===== src/inc/pwrflt_pkg.sv =====
// Operation
// - Latch-off: overcurrent starts blanking timer; full blanking time turns switch off.
// - Blanking timer clears when overcurrent ends early; next overcurrent counts afresh.
// - Latch-off overcurrent shutdown holds until an enable toggles or supply cycles.
// - Continuous mode keeps switch conducting at the limit, no blanking shutdown.
// - Continuous mode: fault indicator follows switch drop above flag threshold.
// - Fault indicator: drop, reverse trip, overtemperature, grounded set pin, UV, OV.
// - Fault indicator is open drain, pulls low only, external pull-up.
// - Overtemperature turns switch off and flags fault in every mode.
// - Retry and continuous modes leave thermal shutdown only at the falling threshold.
// - Latch-off thermal shutdown stays latched until enable toggle or supply cycle.
// - Auto-retry thermal exit: falling threshold, then one retry interval off.
// - Continuous thermal exit: falling threshold, then debounce interval, no retry.
// - Grounded current set pin is a fault: switch off, flag asserted.
// - Output not charged at startup timeout: declare fault, switch off.
// - Power up continuous; after startup timeout sample selects: 00 latch, 01 retry, 1x cont.
// - Auto-retry: overcurrent for 24ms blanking, off 720ms, retry while fault persists.
// - Asserted fault drives the indicator output low.
package pwrflt_pkg;
  localparam int unsigned CLK_KHZ = 20000;
  localparam int unsigned BLANK_TIME_US = 24000;
  localparam int unsigned RETRY_TIME_US = 720000;
  localparam int unsigned DEB_TIME_US = 1000;
  localparam int unsigned STO_TIME_US = 1090000;
  localparam int unsigned RCB_TIME_US = 2400;
  // Scale the clock to MHz first so the long intervals stay inside 32 bits
  localparam int unsigned BLANK_CYC = BLANK_TIME_US * (CLK_KHZ / 1000);
  localparam int unsigned RETRY_CYC = RETRY_TIME_US * (CLK_KHZ / 1000);
  localparam int unsigned DEB_CYC = DEB_TIME_US * (CLK_KHZ / 1000);
  localparam int unsigned STO_CYC = STO_TIME_US * (CLK_KHZ / 1000);
  localparam int unsigned RCB_CYC = RCB_TIME_US * (CLK_KHZ / 1000);
  localparam int TMR_W = 25;
  localparam int SYNC_W = 14;
  localparam logic [3:0] REG_CTRL = 4'h0;
  localparam logic [3:0] REG_STATUS = 4'h4;
  localparam logic [3:0] REG_CAUSE = 4'h8;
  localparam int CTRL_FORCE_OFF = 0;
  localparam logic [31:0] CTRL_RESET = 32'h0000_0000;
  localparam logic [1:0] RESP_OKAY = 2'h0;
  localparam logic [1:0] RESP_SLVERR = 2'h2;
  localparam logic [1:0] SEL_LATCH = 2'h0;
  localparam logic [1:0] SEL_RETRY = 2'h1;

  typedef enum logic [1:0] {MODE_LATCH, MODE_RETRY, MODE_CONT} pwrflt_mode_t;

  // Comparator results from the analog side
  typedef struct packed {
    logic overcurrent;
    logic drop_high;
    logic over_temp;
    logic temp_cooled;
    logic current_set_pin_gnd;
    logic undervoltage_lockout;
    logic overvoltage_lockout;
    logic reverse_trip;
    logic out_charged;
  } pwrflt_sense_t;
endpackage


===== src/rtl/pwrflt_ctrl.sv =====
`timescale 1ns/1ps
`default_nettype none
module pwrflt_ctrl #(
  parameter int unsigned BLANK_CYC = pwrflt_pkg::BLANK_CYC,
  parameter int unsigned RETRY_CYC = pwrflt_pkg::RETRY_CYC,
  parameter int unsigned DEB_CYC = pwrflt_pkg::DEB_CYC,
  parameter int unsigned STO_CYC = pwrflt_pkg::STO_CYC,
  parameter int unsigned RCB_CYC = pwrflt_pkg::RCB_CYC
) (
  // Clock and reset
  input wire logic aclk,
  input wire logic aresetn,
  // Analog comparators and pins
  input wire pwrflt_pkg::pwrflt_sense_t sense_in,
  input wire logic high_voltage_enable,
  input wire logic low_voltage_enable,
  input wire logic limit_type_select_low,
  input wire logic limit_type_select_high,
  input wire logic reverse_block_enable,
  // Switch and fault indicator
  output logic switch_on,
  output logic fault_n_o,
  output logic fault_n_oe,
  // AXI4-Lite write
  input wire logic [3:0] s_axi_awaddr,
  input wire logic s_axi_awvalid,
  output logic s_axi_awready,
  input wire logic [31:0] s_axi_wdata,
  input wire logic [3:0] s_axi_wstrb,
  input wire logic s_axi_wvalid,
  output logic s_axi_wready,
  output logic [1:0] s_axi_bresp,
  output logic s_axi_bvalid,
  input wire logic s_axi_bready,
  // AXI4-Lite read
  input wire logic [3:0] s_axi_araddr,
  input wire logic s_axi_arvalid,
  output logic s_axi_arready,
  output logic [31:0] s_axi_rdata,
  output logic [1:0] s_axi_rresp,
  output logic s_axi_rvalid,
  input wire logic s_axi_rready
);
  localparam int TW = pwrflt_pkg::TMR_W;
  localparam logic [TW-1:0] BLANK_LAST = TW'(BLANK_CYC - 1);
  localparam logic [TW-1:0] RETRY_LAST = TW'(RETRY_CYC - 1);
  localparam logic [TW-1:0] DEB_LAST = TW'(DEB_CYC - 1);
  localparam logic [TW-1:0] STO_LAST = TW'(STO_CYC - 1);
  localparam logic [TW-1:0] RCB_LAST = TW'(RCB_CYC - 1);

  typedef enum logic [2:0] {S_OFF, S_DEB, S_ON, S_RETRY, S_THERM, S_LATCH, S_RCB} pwrflt_state_t;

  // Synchronised inputs
  logic [pwrflt_pkg::SYNC_W-1:0] sync_bus;
  pwrflt_pkg::pwrflt_sense_t sense;
  logic high_voltage_enable_s, lven_s, sel_lo_s, sel_hi_s, rben_s;

  pwrflt_sync #(.W(pwrflt_pkg::SYNC_W)) u_sync (
    .aclk(aclk),
    .aresetn(aresetn),
    .async_in({sense_in, high_voltage_enable, low_voltage_enable, limit_type_select_low,
               limit_type_select_high, reverse_block_enable}),
    .sync_out(sync_bus)
  );
  assign {sense, high_voltage_enable_s, lven_s, sel_lo_s, sel_hi_s, rben_s} = sync_bus;

  pwrflt_state_t state_reg, state_next;
  pwrflt_pkg::pwrflt_mode_t mode_reg, mode_next;
  logic [TW-1:0] timer_reg, timer_next;
  logic [TW-1:0] blank_reg, blank_next;
  logic startup_done_reg, startup_done_next;
  logic startup_fault_reg, startup_fault_next;
  logic high_voltage_enable_prev_reg, lven_prev_reg;
  logic switch_reg, flag_reg;
  logic [31:0] ctrl_reg;

  // Enable decode and toggle detection
  wire enabled = !(high_voltage_enable_s && !lven_s);
  wire en_toggle = (high_voltage_enable_s != high_voltage_enable_prev_reg) || (lven_s != lven_prev_reg);
  wire force_off = ctrl_reg[pwrflt_pkg::CTRL_FORCE_OFF];
  wire blocked = !enabled || sense.undervoltage_lockout || sense.overvoltage_lockout ||
                 sense.current_set_pin_gnd || force_off;
  wire ready_to_start = !blocked && !sense.over_temp;
  wire mode_is_cont = (mode_reg == pwrflt_pkg::MODE_CONT);
  wire blank_expired = sense.overcurrent && !mode_is_cont && (blank_reg == BLANK_LAST);
  wire sto_expired = !startup_done_reg && (timer_reg == STO_LAST);
  wire rev_active = rben_s && sense.reverse_trip;
  wire [1:0] sel = {sel_hi_s, sel_lo_s};
  wire pwrflt_pkg::pwrflt_mode_t sel_mode = (sel == pwrflt_pkg::SEL_LATCH) ? pwrflt_pkg::MODE_LATCH :
                                            (sel == pwrflt_pkg::SEL_RETRY) ? pwrflt_pkg::MODE_RETRY :
                                            pwrflt_pkg::MODE_CONT;
  wire timer_inc_on = (state_reg == S_ON) && !startup_done_reg;
  wire [TW-1:0] timer_plus = timer_reg + TW'(1);

  always_comb begin
    state_next = state_reg;
    timer_next = timer_plus;
    mode_next = mode_reg;
    startup_done_next = startup_done_reg;
    startup_fault_next = startup_fault_reg;
    case (state_reg)
      S_OFF: begin
        if (ready_to_start) begin
          state_next = S_DEB;
        end
      end
      S_DEB: begin
        if (timer_reg == DEB_LAST) begin
          state_next = S_ON;
          startup_done_next = 1'b0;
        end
      end
      S_ON: begin
        if (!timer_inc_on) begin
          timer_next = timer_reg;
        end
        if (sense.over_temp) begin
          state_next = S_THERM;
        end else if (rev_active) begin
          state_next = S_RCB;
        end else if (blank_expired) begin
          state_next = (mode_reg == pwrflt_pkg::MODE_RETRY) ? S_RETRY : S_LATCH;
        end else if (sto_expired) begin
          if (!sense.out_charged) begin
            state_next = S_LATCH;
            startup_fault_next = 1'b1;
          end else begin
            startup_done_next = 1'b1;
            mode_next = sel_mode;
          end
        end
      end
      S_RETRY: begin
        if (timer_reg == RETRY_LAST) begin
          state_next = S_ON;
          startup_done_next = 1'b0;
        end
      end
      S_THERM: begin
        if (mode_reg == pwrflt_pkg::MODE_LATCH) begin
          state_next = S_LATCH;
        end else if (sense.temp_cooled && !sense.over_temp) begin
          state_next = mode_is_cont ? S_DEB : S_RETRY;
        end
      end
      S_RCB: begin
        if (timer_reg == RCB_LAST) begin
          state_next = S_ON;
          startup_done_next = 1'b0;
        end
      end
      S_LATCH: begin
        timer_next = timer_reg;
      end
      default: begin
        state_next = S_OFF;
      end
    endcase
    // Supply loss or enable change releases the latch; other blocks force off
    if ((state_reg == S_LATCH) && (en_toggle || sense.undervoltage_lockout)) begin
      state_next = S_OFF;
      startup_fault_next = 1'b0;
    end else if ((state_reg != S_LATCH) && (state_reg != S_OFF) && blocked) begin
      state_next = S_OFF;
    end
    if (state_next != state_reg) begin
      timer_next = '0;
    end
  end

  // Blanking counter runs only while overcurrent lasts in a timed mode
  assign blank_next = (state_reg == S_ON && sense.overcurrent && !mode_is_cont && !blank_expired) ?
                      blank_reg + TW'(1) : '0;

  wire switch_next = (state_next == S_ON) && !sense.over_temp && !blocked;
  wire flag_next = sense.drop_high || rev_active || sense.over_temp || sense.current_set_pin_gnd ||
                   sense.undervoltage_lockout || sense.overvoltage_lockout || startup_fault_reg;

  always_ff @(posedge aclk) begin
    if (!aresetn) begin
      state_reg <= S_OFF;
      mode_reg <= pwrflt_pkg::MODE_CONT;
      timer_reg <= '0;
      blank_reg <= '0;
      startup_done_reg <= 1'b0;
      startup_fault_reg <= 1'b0;
      high_voltage_enable_prev_reg <= 1'b0;
      lven_prev_reg <= 1'b0;
      switch_reg <= 1'b0;
      flag_reg <= 1'b0;
    end else begin
      state_reg <= state_next;
      mode_reg <= mode_next;
      timer_reg <= timer_next;
      blank_reg <= blank_next;
      startup_done_reg <= startup_done_next;
      startup_fault_reg <= startup_fault_next;
      high_voltage_enable_prev_reg <= high_voltage_enable_s;
      lven_prev_reg <= lven_s;
      switch_reg <= switch_next;
      flag_reg <= flag_next;
    end
  end

  assign switch_on = switch_reg;
  assign fault_n_o = 1'b0;
  assign fault_n_oe = flag_reg;

  // AXI4-Lite slave
  logic aw_got_reg, w_got_reg, bvalid_reg, rvalid_reg;
  logic [3:0] awaddr_reg;
  logic [31:0] wdata_reg, rdata_reg;
  logic [3:0] wstrb_reg;
  logic [1:0] bresp_reg, rresp_reg;
  wire aw_hs = s_axi_awvalid && s_axi_awready;
  wire w_hs = s_axi_wvalid && s_axi_wready;
  wire do_write = aw_got_reg && w_got_reg && !bvalid_reg;
  wire wr_ctrl = do_write && (awaddr_reg == pwrflt_pkg::REG_CTRL);
  wire wr_ok = wr_ctrl || (awaddr_reg == pwrflt_pkg::REG_STATUS) || (awaddr_reg == pwrflt_pkg::REG_CAUSE);
  wire [31:0] strb_mask = {{8{wstrb_reg[3]}}, {8{wstrb_reg[2]}}, {8{wstrb_reg[1]}}, {8{wstrb_reg[0]}}};
  wire [31:0] status_word = {24'h00_0000, startup_fault_reg, startup_done_reg, mode_reg,
                             flag_reg, switch_reg, state_reg == S_LATCH, enabled};
  wire [31:0] cause_word = {23'h00_0000, sense};
  wire ar_ok = (s_axi_araddr == pwrflt_pkg::REG_CTRL) || (s_axi_araddr == pwrflt_pkg::REG_STATUS) ||
               (s_axi_araddr == pwrflt_pkg::REG_CAUSE);
  wire [31:0] rd_word = (s_axi_araddr == pwrflt_pkg::REG_CTRL) ? ctrl_reg :
                        (s_axi_araddr == pwrflt_pkg::REG_STATUS) ? status_word :
                        (s_axi_araddr == pwrflt_pkg::REG_CAUSE) ? cause_word : 32'h0000_0000;

  assign s_axi_awready = !aw_got_reg && !bvalid_reg;
  assign s_axi_wready = !w_got_reg && !bvalid_reg;
  assign s_axi_arready = !rvalid_reg;

  always_ff @(posedge aclk) begin
    if (!aresetn) begin
      aw_got_reg <= 1'b0;
      w_got_reg <= 1'b0;
      awaddr_reg <= 4'h0;
      wdata_reg <= 32'h0000_0000;
      wstrb_reg <= 4'h0;
      bvalid_reg <= 1'b0;
      bresp_reg <= pwrflt_pkg::RESP_OKAY;
      ctrl_reg <= pwrflt_pkg::CTRL_RESET;
    end else begin
      if (aw_hs) begin
        aw_got_reg <= 1'b1;
        awaddr_reg <= s_axi_awaddr;
      end
      if (w_hs) begin
        w_got_reg <= 1'b1;
        wdata_reg <= s_axi_wdata;
        wstrb_reg <= s_axi_wstrb;
      end
      if (do_write) begin
        aw_got_reg <= 1'b0;
        w_got_reg <= 1'b0;
        bvalid_reg <= 1'b1;
        bresp_reg <= wr_ok ? pwrflt_pkg::RESP_OKAY : pwrflt_pkg::RESP_SLVERR;
      end else if (bvalid_reg && s_axi_bready) begin
        bvalid_reg <= 1'b0;
      end
      if (wr_ctrl) begin
        ctrl_reg <= (ctrl_reg & ~strb_mask) | (wdata_reg & strb_mask);
      end
    end
  end

  always_ff @(posedge aclk) begin
    if (!aresetn) begin
      rvalid_reg <= 1'b0;
      rdata_reg <= 32'h0000_0000;
      rresp_reg <= pwrflt_pkg::RESP_OKAY;
    end else if (s_axi_arvalid && !rvalid_reg) begin
      rvalid_reg <= 1'b1;
      rdata_reg <= rd_word;
      rresp_reg <= ar_ok ? pwrflt_pkg::RESP_OKAY : pwrflt_pkg::RESP_SLVERR;
    end else if (rvalid_reg && s_axi_rready) begin
      rvalid_reg <= 1'b0;
    end
  end

  assign s_axi_bvalid = bvalid_reg;
  assign s_axi_bresp = bresp_reg;
  assign s_axi_rvalid = rvalid_reg;
  assign s_axi_rdata = rdata_reg;
  assign s_axi_rresp = rresp_reg;
endmodule // pwrflt_ctrl
`default_nettype wire


===== src/rtl/pwrflt_sync.sv =====
`timescale 1ns/1ps
`default_nettype none
module pwrflt_sync #(
  parameter int W = 1
) (
  // Clock and reset
  input wire logic aclk,
  input wire logic aresetn,
  // Data
  input wire logic [W-1:0] async_in,
  output logic [W-1:0] sync_out
);
  logic [W-1:0] s1_reg;
  logic [W-1:0] s2_reg;
  logic [W-1:0] s3_reg;
  logic [W-1:0] out_reg;
  // A bit changes only once stages two and three agree
  wire [W-1:0] agree = ~(s2_reg ^ s3_reg);

  always_ff @(posedge aclk) begin
    if (!aresetn) begin
      s1_reg <= '0;
      s2_reg <= '0;
      s3_reg <= '0;
      out_reg <= '0;
    end else begin
      s1_reg <= async_in;
      s2_reg <= s1_reg;
      s3_reg <= s2_reg;
      out_reg <= (agree & s3_reg) | (~agree & out_reg);
    end
  end

  assign sync_out = out_reg;
endmodule // pwrflt_sync
`default_nettype wire


===== config.mk =====
export PLATFORM = sky130hd
export DESIGN_NAME = pwrflt_ctrl
export DESIGN_NICKNAME = d
export VERILOG_FILES = /design/src/inc/pwrflt_pkg.sv /design/src/rtl/pwrflt_ctrl.sv /design/src/rtl/pwrflt_sync.sv
export SDC_FILE = /design/constraint.sdc
export NUM_CORES = 1
export LEC_CHECK = 0
export BUFFER_PORTS_ARGS = -buffer_cell sky130_fd_sc_hd__buf_2
export CORE_MARGIN = 8
export CORE_UTILIZATION = 52
export DETAILED_ROUTE_END_ITERATION = 16
export GPL_TIMING_DRIVEN = 0
export PLACE_DENSITY_LB_ADDON = 0.05
export REMOVE_ABC_BUFFERS = 1
export SYNTH_ARGS = -nofsm -noshare
export SYNTH_HDL_FRONTEND = slang
export SYNTH_SLANG_ARGS = --single-unit

===== constraint.sdc =====
create_clock -name aclk -period 2.7 [get_ports aclk]
set_clock_uncertainty 0.15 [all_clocks]
set_input_delay 0.135 -clock aclk [delete_from_list [all_inputs] [get_ports aclk]]
set_output_delay 0.135 -clock aclk [all_outputs]
set_load 0.02 [all_outputs]

; ---- Word-level counts from Yosys, hierarchy flattened
; Cells that the tools add are included.
[classes]
addsub = 2
mul = 0
n_div = 0
n_lt_le_gt_ge = 0
eq_ne = 32
shift = 0
mux = 38
bitwise_logic = 16
reduce_logical = 70
[ops]
columns = cell, count
row1 = AND 32 bit, 2
row2 = adder 25 x 1 -> 25 bit (second input constant), 2
row3 = one-hot mux 25 bit (2 select lines), 1
row4 = 2-to-1 mux 3 bit, 14
row5 = 2-to-1 mux 32 bit, 1
row6 = NOT 32 bit, 1
row7 = bitwise OR 32 bit, 1
row8 = AND 14 bit, 2
row9 = NOT 14 bit, 2
row10 = logical AND 1 bit, 26
row11 = equality test 25 x 15 -> 1 bit (second input constant), 1
row12 = equality test 25 x 16 -> 1 bit (second input constant), 1
row13 = equality test 25 x 19 -> 1 bit (second input constant), 1
row14 = equality test 25 x 24 -> 1 bit (second input constant), 1
row15 = equality test 25 bit (second input constant), 1
row16 = 2-to-1 mux 25 bit, 1
row17 = one-hot mux 3 bit (7 select lines), 1
row18 = 2-to-1 mux 9 bit, 2
row19 = logical OR 1 bit, 16
row20 = != test 2 bit (second input constant), 8
row21 = bitwise OR 14 bit, 1
row22 = bitwise XOR 14 bit, 1
row23 = 2-to-1 mux 1 bit, 12
row24 = AND reduction 6 bit, 2
row25 = 24 further kinds, 57
[totals]
reg_bits = 229
latch_bits = 0
mem_bits_rw = 0
romBits = 0
in_bits = 65
out_inout_bits = 44
elab_cells = 183
memories = 0

; ---- Longest topological paths before layout
; Gate-level depths: netlist of the first run.
[logic_depth]
ltp_word = 15
mapped_depth = 9
depth_no_buf = 7

; ---- Cells and area by module
; Synthesis of the first run repeated with hierarchy kept, for this count alone.
[unflattened]
hier_cells = 1040
hier_area_um2 = 9466.6
[by_module_without_submodules]
columns = mod, n_inst, cells_per_inst, area_per_inst_um2
row1 = pwrflt_ctrl, 1, 894, 7767.4
row2 = pwrflt_sync, 1, 146, 1699.1

; ---- Least setup slack after synthesis of the first run
; OpenSTA, ideal clock, no wires.
[synth_timing]
path_kind = register to register
start = register blank_reg[20]
end = register state_reg[1]
t_arrival_ps = 2393
t_required_ps = 2476
path_slack_ps = 83
stages_incl_launch_ff = 7
path_buffers = 0
synth_period_minus_slack_ps = 2617
path_cell_list = dfxtp_1 or4b_1 or4_1 nor3_1 mux2_2 a211o_1 a31oi_1
[synth_via]
elab_chain_cells = 8
[synth_rtl]
columns = element, line_no
row1 = start: declaration, pwrflt_ctrl.sv:70  ; logic [TW-1:0] blank_reg, blank_next;
row2 = start signal: assignment, pwrflt_ctrl.sv:195  ; blank_reg <= blank_next;
row3 = equality test 25 x 19 -> 1 bit, pwrflt_ctrl.sv:85  ; wire blank_expired = sense.overcurrent && !mode_is_cont && (blank_reg == BLANK_LAST);
row4 = logical AND 1 bit, pwrflt_ctrl.sv:85
row5 = 2-to-1 mux 3 bit, pwrflt_ctrl.sv:121  ; end else if (blank_expired) begin
row6 = 2-to-1 mux 3 bit, pwrflt_ctrl.sv:119  ; end else if (rev_active) begin
row7 = 2-to-1 mux 3 bit, pwrflt_ctrl.sv:117  ; if (sense.over_temp) begin
row8 = one-hot mux 3 bit (7 select lines), pwrflt_ctrl.sv:101  ; case (state_reg)
row9 = 2-to-1 mux 3 bit, pwrflt_ctrl.sv:163  ; end else if ((state_reg != S_LATCH) && (state_reg != S_OFF) && blocked) begin
row10 = 2-to-1 mux 3 bit, pwrflt_ctrl.sv:160  ; if ((state_reg == S_LATCH) && (en_toggle || sense.undervoltage_lockout)) begin
row11 = end signal: assignment, pwrflt_ctrl.sv:192  ; state_reg <= state_next;
row12 = end: declaration, pwrflt_ctrl.sv:67  ; pwrflt_state_t state_reg, state_next;
; Every way passes these cells.
; A chain may end at the register's enable or synchronous reset.

; ---- Final worst setup path of the first run
[layout_timing]
start = register timer_reg[12]
end = register timer_reg[15]
[layout_via]
elab_chain_cells = 11
word_cells_on_any_way = 20
classes_between = add/sub (1) / eq/ne (5) / mux (12) / reduce/logical (2)
[layout_rtl]
columns = element, line_no
row1 = start: declaration, pwrflt_ctrl.sv:69  ; logic [TW-1:0] timer_reg, timer_next;
row2 = start signal: assignment, pwrflt_ctrl.sv:194  ; timer_reg <= timer_next;
row3 = equality test 25 bit, pwrflt_ctrl.sv:86  ; wire sto_expired = !startup_done_reg && (timer_reg == STO_LAST);
row4 = logical AND 1 bit, pwrflt_ctrl.sv:86
row5 = 2-to-1 mux 3 bit, pwrflt_ctrl.sv:123  ; end else if (sto_expired) begin
row6 = 2-to-1 mux 3 bit, pwrflt_ctrl.sv:121
row7 = 2-to-1 mux 3 bit, pwrflt_ctrl.sv:119
row8 = 2-to-1 mux 3 bit, pwrflt_ctrl.sv:117
row9 = one-hot mux 3 bit (7 select lines), pwrflt_ctrl.sv:101
row10 = 2-to-1 mux 3 bit, pwrflt_ctrl.sv:163
row11 = 2-to-1 mux 3 bit, pwrflt_ctrl.sv:160
row12 = != test 3 bit, pwrflt_ctrl.sv:166  ; if (state_next != state_reg) begin
row13 = OR reduction 2 bit (no source line), --
; Parallel ways exist; a longest one is shown, timed or not. The select of a mux whose other input is x is not followed.

==> results of run 1 <==
## synthesized netlist by cell type, drive strengths merged, types with 10 or more instances
master,number
and2,47
nor3,52
nor2,58
xnor2,21
clkbuf,55
a22oi,31
inv,18
nand2,179
dfxtp,227
nand3,50
nor2b,40
nand4,11
buf,10
xor2,28
nor4,16
a21oi,18
a21boi,88
o21ai,20
## logic make-up after synthesis
family                     count (synthesis)
adders and majority gates                  2
AOI/OAI and AO/OA                        185
other                                      1
DFF                                      227
muxes                                      9
buffers and inverters                     83
xor gates and xnor gates                  49
and+or+nand+nor                          506
## cell usage in the layout (no fill, tap or decap), types with 5 or more instances in the layout
master and n:
mux2i_1 6, a21boi_0 86, nand2b_1 6, and2_1 47, nand4_1 11, dfxtp_2 9, nor3_4 11, inv_1 18
xor2_1 28, clkbuf_16 26, dlygate4sd3_1 59, nand3_1 50, and3_1 5, nand2_1 178, nor2b_1 40, xnor2_1 21
o21ai_0 19, or3_1 6, nor3_1 26, a22oi_1 31, buf_4 9, nor2_1 57, clkbuf_8 9, nor4_1 13
a21oi_1 18, nor3_2 15, buf_2 104, dfxtp_1 214
## how the worst max path moves through the flow
stage                    end  slack, ns  cells after the start
3_3_place_gp            flop      -2.63                      5
5_1_grt        timer_reg[11]      -0.18                      8
2_1_floorplan           flop      -0.91                      5
3_5_place_dp    timer_reg[0]      -0.61                      6
6_report       timer_reg[15]      -0.14                      9
4_1_cts        timer_reg[22]      -0.07                      8
## where the power goes
part / total, W / internal [W] / switching [W] / leakage [nW]
Sequential: 0.00348 / 0.00343 / 0.0000562 / 1.85
Clock: 0.00352 / 0.00216 / 0.00137 / 0.435
Combinational: 0.000446 / 0.000211 / 0.000235 / 2.14
## layer usage
layer / vias up / track usage (%) / part of all wire [%]
met5: - / 0 / 0
met4: 0 / 7.296 / 2.4
met3: 52 / 4.445 / 5.0
met2: 178 / 35.00 / 50
li1: 3952 / - / -
met1: 3606 / 24.17 / 43
## final cells by class
type / count / area (um2)
Multi-Input combinational cell: 757 / 4777
Sequential cell: 227 / 4571
Inverter: 18 / 67.56
Timing Repair Buffer: 183 / 1376
Fill cell: 1471 / 5818
Clock buffer: 36 / 757.0
Tap cell: 229 / 286.5
Clock inverter: 10 / 126.4
## metrics by stage
stage | hold WS (ns) | power, W | setup slack, ns | utilization (%) | TNS (ns)
floorplan | 0.04694 | 0.003740 | -0.9068 | - | -30.13
global placement | 0.1920 | 0.003899 | -2.634 | 55.52 | -139.79
detailed placement | 0.1961 | 0.003907 | -0.6092 | 55.92 | -21.87
CTS | 0.008913 | 0.007516 | -0.07387 | 66.34 | -1.362
global route | 0.09512 | 0.007728 | -0.1810 | 67.28 | -3.885
finish | 0.03559 | 0.007452 | -0.1450 | 67.28 | -3.006
## critical path: stages (launching register included)
cell       delay (ns)
dfxtp_1          0.38
or4b_4           0.53
or4_4            0.47
nor3_4           0.29
buf_4            0.18
mux2i_4          0.09
buf_6            0.15
o211ai_4         0.23
clkbuf_16        0.22
nor3_2           0.04
## repair_timing
item,in CTS,in global routing
cloned,4,1
hold buffers,59,0
pin swaps,17,18
buffers inserted,11,2
resized for setup,42,30
hold endpoints to repair,58,0
endpoints found under the setup margin,54,54
==> results.json, run 1 <==
{
  "vdd_drop_max_v": 0.0006097,
  "initial_core_util_pct": 52.49,
  "synth-adder-area-share_pct": 0.2681,
  "yosysWarnings": 0,
  "async_reset_ff_share_pct": 0,
  "synth_seq_area_share_pct": 48.69,
  "fp.dieArea_um2": 22490,
  "totalWireLength_um": 23010,
  "synthTopCellsByArea": "dfxtp_1 49%, nand2_1 7.2%, a21boi_0 6.9%",
  "yosys.area_share.simple_pct": 27.26,
  "slew_violations": 0,
  "maxCapViolations": 0,
  "clock_path_buffers": 3,
  "syn_to_final_growth_pct": 28.17,
  "cp-end-kind": "flop",
  "rsz0062_at_grt": "true",
  "r2r_end": "timer_reg[15]",
  "yosys.area.top_type": "dfxtp_1",
  "worstPathRequired_ns": 2.96,
  "vias": 7788,
  "grt_antenna_before_repair": 0,
  "fmax_mhz": 351.5,
  "cts_made_buffers": 25,
  "fin_area_um2": 11960,
  "synth_area_um2": 9333,
  "diodes": 0,
  "instances_no_fill": 1460,
  "hold_viol_final": 0,
  "clock_insertion_delay_worst_skew_ns": 0.52,
  "post-route-period-util_pct": 105.4,
  "rrSetupSlack_ns": -0.14,
  "synth_top_family_by_area": "simple AND/OR/NAND/NOR gates",
  "die_h_um": 150.0,
  "syn_avg_cell_area_um2": 8.788,
  "place_inst": 1337,
  "ant_nets": 0,
  "crit_type": "flop to flop",
  "ys_dominant_reg_cell": "dfxtp_1",
  "track_usage_pct": 20.22,
  "violations": "setup timing",
  "avgRoutedWirePerCell_um": 15.76,
  "grt_pass1_vias": 7753,
  "outcome": "finished with violations",
  "place.gp.congestion": 0.8639,
  "startpoint_type": "flop",
  "setup_violations": 27,
  "synthXorXnorAreaFrac_pct": 4.598,
  "min_path_type": "input pin to flop",
  "drive_gt1_share_pct": 19.17,
  "rows": 49,
  "setup_slack_ns": -0.1450,
  "placedInstanceArea_um2": 9942,
  "slew_headroom_pct": 12.84,
  "yosys-mux-area-fraction_pct": 0.9921,
  "cp-startpoint": "timer_reg[12]",
  "root_buffer": "clkbuf_16",
  "ys_types": 63,
  "p_leak_nw": 4.430,
  "tightest_slew_ns": 1.307,
  "via_per_inst": 5.334,
  "whs_endpoint": "s_axi_rresp[1]",
  "synth_compound_area_share_pct": 14.43,
  "die-width_um": 150.0,
  "cts.clk_slew.worst_paths_ns": 0.06,
  "cts_tree": "done",
  "hpwl_um": 13820,
  "core_area_um2": 17780,
  "worstPathArrival_ns": 3.10,
  "min-delay-start": "s_axi_araddr[2]",
  "rr_worst_depth": 9,
  "synth_edf_count": 0,
  "io_buffers": 105,
  "ios": 109,
  "grt_start_max_net_pins": 110,
  "drtPass1Iterations": 5,
  "path_max_fanout": 7,
  "grt_pass1_wl_um": 37800,
  "pwr_density_cell_nw_per_um2": 623.0,
  "initialDrtViolationCount": 434,
  "reg2reg_from": "timer_reg[12]",
  "hold_depth": 4,
  "fin_nets": 1279,
  "synth_top_area_share_pct": 48.69,
  "cts_max_level": 1,
  "period_minus_slack_ns": 2.845,
  "synth-seq-cells": 227,
  "synthesis.instances": 1062,
  "cts.sinks": 227,
  "drc": 0,
  "grt_overflow_total": 0
}
No activity file was read; power rests on OpenSTA's default activity.
==> inputs of run 2 (changes only) <==
CORE_ASPECT_RATIO = 1.4   (was unset)
==> results.json, run 2 (synthesis gave the netlist of run 1 again) <==
{
  "outcome": "finished with violations",
  "violations": "setup timing",
  "rr_worst_depth": 9,
  "io_buffers": 105,
  "via_per_inst": 5.400,
  "placedInstanceArea_um2": 9963,
  "rows": 58,
  "core_area_um2": 17780,
  "worstPathArrival_ns": 2.98,
  "syn_to_final_growth_pct": 26.52,
  "hold_depth": 4,
  "period_minus_slack_ns": 2.729,
  "setup_violations": 20,
  "grt_overflow_total": 0,
  "root_buffer": "clkbuf_16",
  "rsz0062_at_grt": "true",
  "slew_headroom_pct": 16.86,
  "min_path_type": "input pin to flop",
  "fp.dieArea_um2": 22550,
  "vdd_drop_max_v": 0.0005765,
  "pwr-share-clk_pct": 44.2,
  "fin_nets": 1277,
  "grt_pass1_wl_um": 38070,
  "p_seq_share_pct": 49.5,
  "cp-end-kind": "flop",
  "final_common_cell": "dfxtp_1",
  "diodes": 0,
  "ios": 109,
  "totalWireLength_um": 23140,
  "initialDrtViolationCount": 454,
  "hpwl_um": 14200,
  "vias": 7916,
  "combPwrFrac_pct": 6.4,
  "die_h_um": 174.5,
  "seqCellArea_um2": 4557,
  "avgRoutedWirePerCell_um": 15.78,
  "initial_core_util_pct": 52.49,
  "slew_violations": 0,
  "multi_input_area_um2": 4745,
  "cts.clk_slew.worst_paths_ns": 0.06,
  "path_max_fanout": 9,
  "switchingPower_w": 0.001606,
  "drtPass1Iterations": 5,
  "p_leak_nw": 4.383,
  "tightest_slew_ns": 1.238,
  "clock_insertion_delay_worst_skew_ns": 0.52,
  "clock_path_buffers": 3,
  "track_usage_pct": 20.33,
  "cts_tree": "done",
  "final_util_pct": 66.41,
  "maxCapViolations": 0,
  "drc": 0,
  "setup_slack_ns": -0.02907,
  "place.gp.congestion": 0.8450,
  "post-route-period-util_pct": 101.1,
  "drive_gt1_share_pct": 17.70,
  "die-width_um": 129.2,
  "cts_max_level": 1,
  "crit_type": "flop to flop",
  "hold_viol_final": 0,
  "cts_made_buffers": 24,
  "grt_antenna_before_repair": 0,
  "grt_pass1_vias": 7896,
  "ant_nets": 0,
  "startpoint_type": "flop",
  "fin_area_um2": 11810,
  "worstPathRequired_ns": 2.95,
  "pwr_density_cell_nw_per_um2": 597.0,
  "cts.sinks": 227,
  "final_cell_mix": "219 x dfxtp_1, 177 x nand2_1, 104 x buf_2",
  "grt_start_max_net_pins": 118,
  "swShare_pct": 22.78,
  "internal-power_w": 0.005443,
  "fmax_mhz": 366.4,
  "final.fill_count": 1518
}
-- run 2: power by group through the flow --
stage / registers (W) / logic, W / clock network (W)
finish: 0.00349 / 0.000448 / 0.00311
detailed placement: 0.00356 / 0.000350 / 0
global placement: 0.00356 / 0.000343 / 0
CTS: 0.00349 / 0.000444 / 0.00319
floorplan: 0.00355 / 0.000188 / 0
global route: 0.00350 / 0.000493 / 0.00334
-- run 2: repair_timing --
| action | in CTS | in global routing |
|---|---|---|
| hold buffers | 60 | 0 |
| hold endpoints to repair | 91 | 0 |
| gates resized for setup | 36 | 17 |
| pin swaps | 15 | 3 |
| endpoints found under the setup margin | 54 | 29 |
| setup buffers | 11 | 1 |
| gates cloned | 4 | 0 |
-- run 2: per-stage QoR --
stage	setup slack [ns]	cells	power, W	hold WS, ns	setup TNS (ns)
after floorplan	-0.9068	999	0.003740	0.04694	-30.13
after CTS	-0.01993	1465	0.007122	0.02439	-0.1089
after global placement	-2.831	1344	0.003901	0.1902	-147.21
final	-0.02907	1466	0.007050	0.05100	-0.3915
after global routing	-0.1246	1466	0.007326	0.06779	-2.313
after detailed placement	-0.6390	1348	0.003910	0.1938	-22.88
-- run 2: final cells by class --
cell class	instances	area share, %
Clock buffer	33	5.881
Multi-Input combinational cell	757	40.18
Timing Repair Buffer	182	11.70
Inverter	18	0.5722
Sequential cell	227	38.59
Clock inverter	9	0.5298
Tap cell	240	2.543
-- run 2: path summary, 6_finish.rpt --
path / from / to / slack (ns)
worst min register to register: u_sync.s1_reg[12] / u_sync.s2_reg[12] / 0.28
worst max register to register: timer_reg[23] / timer_reg[3] / -0.03
worst min-delay path: s_axi_araddr[2] / s_axi_rresp[1] / 0.05
worst max-delay path: timer_reg[23] / timer_reg[3] / -0.03
-- run 2: per-layer routing --
metal	track usage, %	share of wire, %	up-vias
li1	-	-	3944
met1	22.30	40	3732
met2	36.57	52	178
met3	4.109	4.4	62
met4	8.747	3.4	0
met5	0	0	-
-- run 2: critical path, cell delays in order, from the launching register on --
cell and delay (ns):
dfxtp_2 0.34, or4_4 0.55, or4_4 0.54, nor3_4 0.25
buf_6 0.15, mux2i_4 0.06, buf_12 0.15, o211ai_4 0.21
buf_12 0.17, nor3_1 0.05
==> inputs of run 3 (changes only) <==
CORE_ASPECT_RATIO = 0.7   (was 1.4)
==> results.json, run 3 (synthesis gave the netlist of run 1 again) <==
{
  "outcome": "finished with violations",
  "violations": "setup timing",
  "final_common_cell": "dfxtp_1",
  "pwr_density_cell_nw_per_um2": 597.0,
  "cts_max_level": 1,
  "drtPass1Iterations": 5,
  "fp.dieArea_um2": 22560,
  "tightest_slew_ns": 1.388,
  "place.gp.congestion": 0.8372,
  "setup_violations": 9,
  "hold_viol_final": 0,
  "grt_start_max_net_pins": 98,
  "combPwrFrac_pct": 6.4,
  "clock_path_buffers": 3,
  "hpwl_um": 13970,
  "cts_made_buffers": 23,
  "initialDrtViolationCount": 694,
  "slew_violations": 0,
  "worstPathRequired_ns": 2.97,
  "die-width_um": 176.1,
  "root_buffer": "clkbuf_16",
  "via_per_inst": 5.410,
  "fin_nets": 1286,
  "rows": 41,
  "startpoint_type": "flop",
  "final_cell_mix": "214 x dfxtp_1, 177 x nand2_1, 104 x buf_2",
  "cts_tree": "done",
  "grt_pass1_vias": 7313,
  "die_h_um": 128.1,
  "grt_antenna_before_repair": 0,
  "crit_type": "flop to flop",
  "ant_nets": 0,
  "slew_headroom_pct": 6.735,
  "p_seq_share_pct": 48.6,
  "post-place-ws_ns": -0.6396,
  "vias": 7958,
  "instances_no_fill": 1471,
  "grt_pass1_wl_um": 37530,
  "internal-power_w": 0.005564,
  "pwr-share-clk_pct": 44.9,
  "initial_core_util_pct": 52.43,
  "cts.sinks": 227,
  "post-route-period-util_pct": 103.5,
  "p_leak_nw": 4.487,
  "maxCapViolations": 0,
  "cp-end-kind": "flop",
  "track_usage_pct": 19.84,
  "worstPathArrival_ns": 3.07,
  "drive_gt1_share_pct": 20.24,
  "io_buffers": 105,
  "grt_overflow_total": 0,
  "holdWs_ns": 0.04527,
  "setup_slack_ns": -0.09563,
  "period_minus_slack_ns": 2.796,
  "fmax_mhz": 357.7,
  "clock_insertion_delay_worst_skew_ns": 0.50,
  "vdd_drop_max_v": 0.0004930,
  "place_inst": 1344,
  "min_path_type": "input pin to flop",
  "path_max_fanout": 3,
  "diodes": 0,
  "avgRoutedWirePerCell_um": 15.87,
  "switchingPower_w": 0.001606,
  "totalWireLength_um": 23350,
  "core_area_um2": 17800,
  "syn_to_final_growth_pct": 28.69,
  "ios": 109,
  "rsz0062_at_grt": "true",
  "swShare_pct": 22.40,
  "drc": 0,
  "cts.clk_slew.worst_paths_ns": 0.06,
  "tns_ns": -0.1766
}
-- run 3: cell count changes in the layout (fill, tap and decap cells not counted), sizes merged --
cell | previous run | this run
clkinvlp | 1 | 2
bufinv | 0 | 2
o211ai | 4 | 5
clkinv | 7 | 6
inv | 19 | 18
buf | 122 | 132
dlygate4sd3 | 60 | 59
clkbuf | 33 | 31
-- run 3: critical path, cell delays in order, from the launching register on --
cell,delay [ns]
dfxtp_4,0.34
or4b_1,0.50
or4_4,0.47
nor3_2,0.35
mux2_2,0.41
o21ai_0,0.26
nor3b_2,0.23
-- run 3: worst paths after layout --
kind	start	endpoint	slack [ns]	depth (start not counted)
worst max-delay path	blank_reg[20]	switch_on	-0.1	6
worst min-delay path	s_axi_araddr[3]	s_axi_rdata[8]	0.05	5
worst min register to register	u_sync.s1_reg[6]	u_sync.s2_reg[6]	0.28	1
worst max register to register	blank_reg[20]	switch_on	-0.1	6
-- run 3: area by class of cell --
class,count,area [um2]
Multi-Input combinational cell,758,4856
Tap cell,236,295.3
Clock buffer,31,665.6
Sequential cell,227,4566
Inverter,18,67.56
Fill cell,1409,5791
Clock inverter,10,108.9
Timing Repair Buffer,191,1451
-- run 3: routing by layer --
| layer | wire length, um | track usage [%] | vias to the layer above |
|---|---|---|---|
| met5 | 0 | 0 | - |
| met1 | 11740 | 29.88 | 3680 |
| li1 | - | - | 3970 |
| met3 | 1523 | 4.120 | 47 |
| met4 | 645 | 5.467 | 0 |
| met2 | 9441 | 27.76 | 261 |
-- run 3: what timing repair did --
item / in CTS / in global routing
setup endpoints to repair: 54 / 72
resized for setup: 39 / 48
hold endpoints to repair: 58 / 0
setup buffers: 13 / 9
hold buffers: 59 / 0
gates cloned: 5 / 0
pin swaps: 19 / 23
-- run 3: stage by stage --
step / util (%) / instance area, um2 / power [W]
global placement: 55.51 / 9881 / 0.003905
detailed placement: 55.94 / 9958 / 0.003912
CTS: 65.71 / 11700 / 0.007225
floorplan: - / 9060 / 0.003740
global route: 67.47 / 12010 / 0.007442
finish: 67.47 / 12010 / 0.007171
-- run 3: power by group through the flow --
stage	clock network (W)	registers (W)	logic (W)
final	0.00322	0.00349	0.000462
after global routing	0.00344	0.00350	0.000508
after CTS	0.00330	0.00348	0.000437
after detailed placement	0	0.00356	0.000351
after global placement	0	0.00356	0.000346
after floorplan	0	0.00355	0.000188
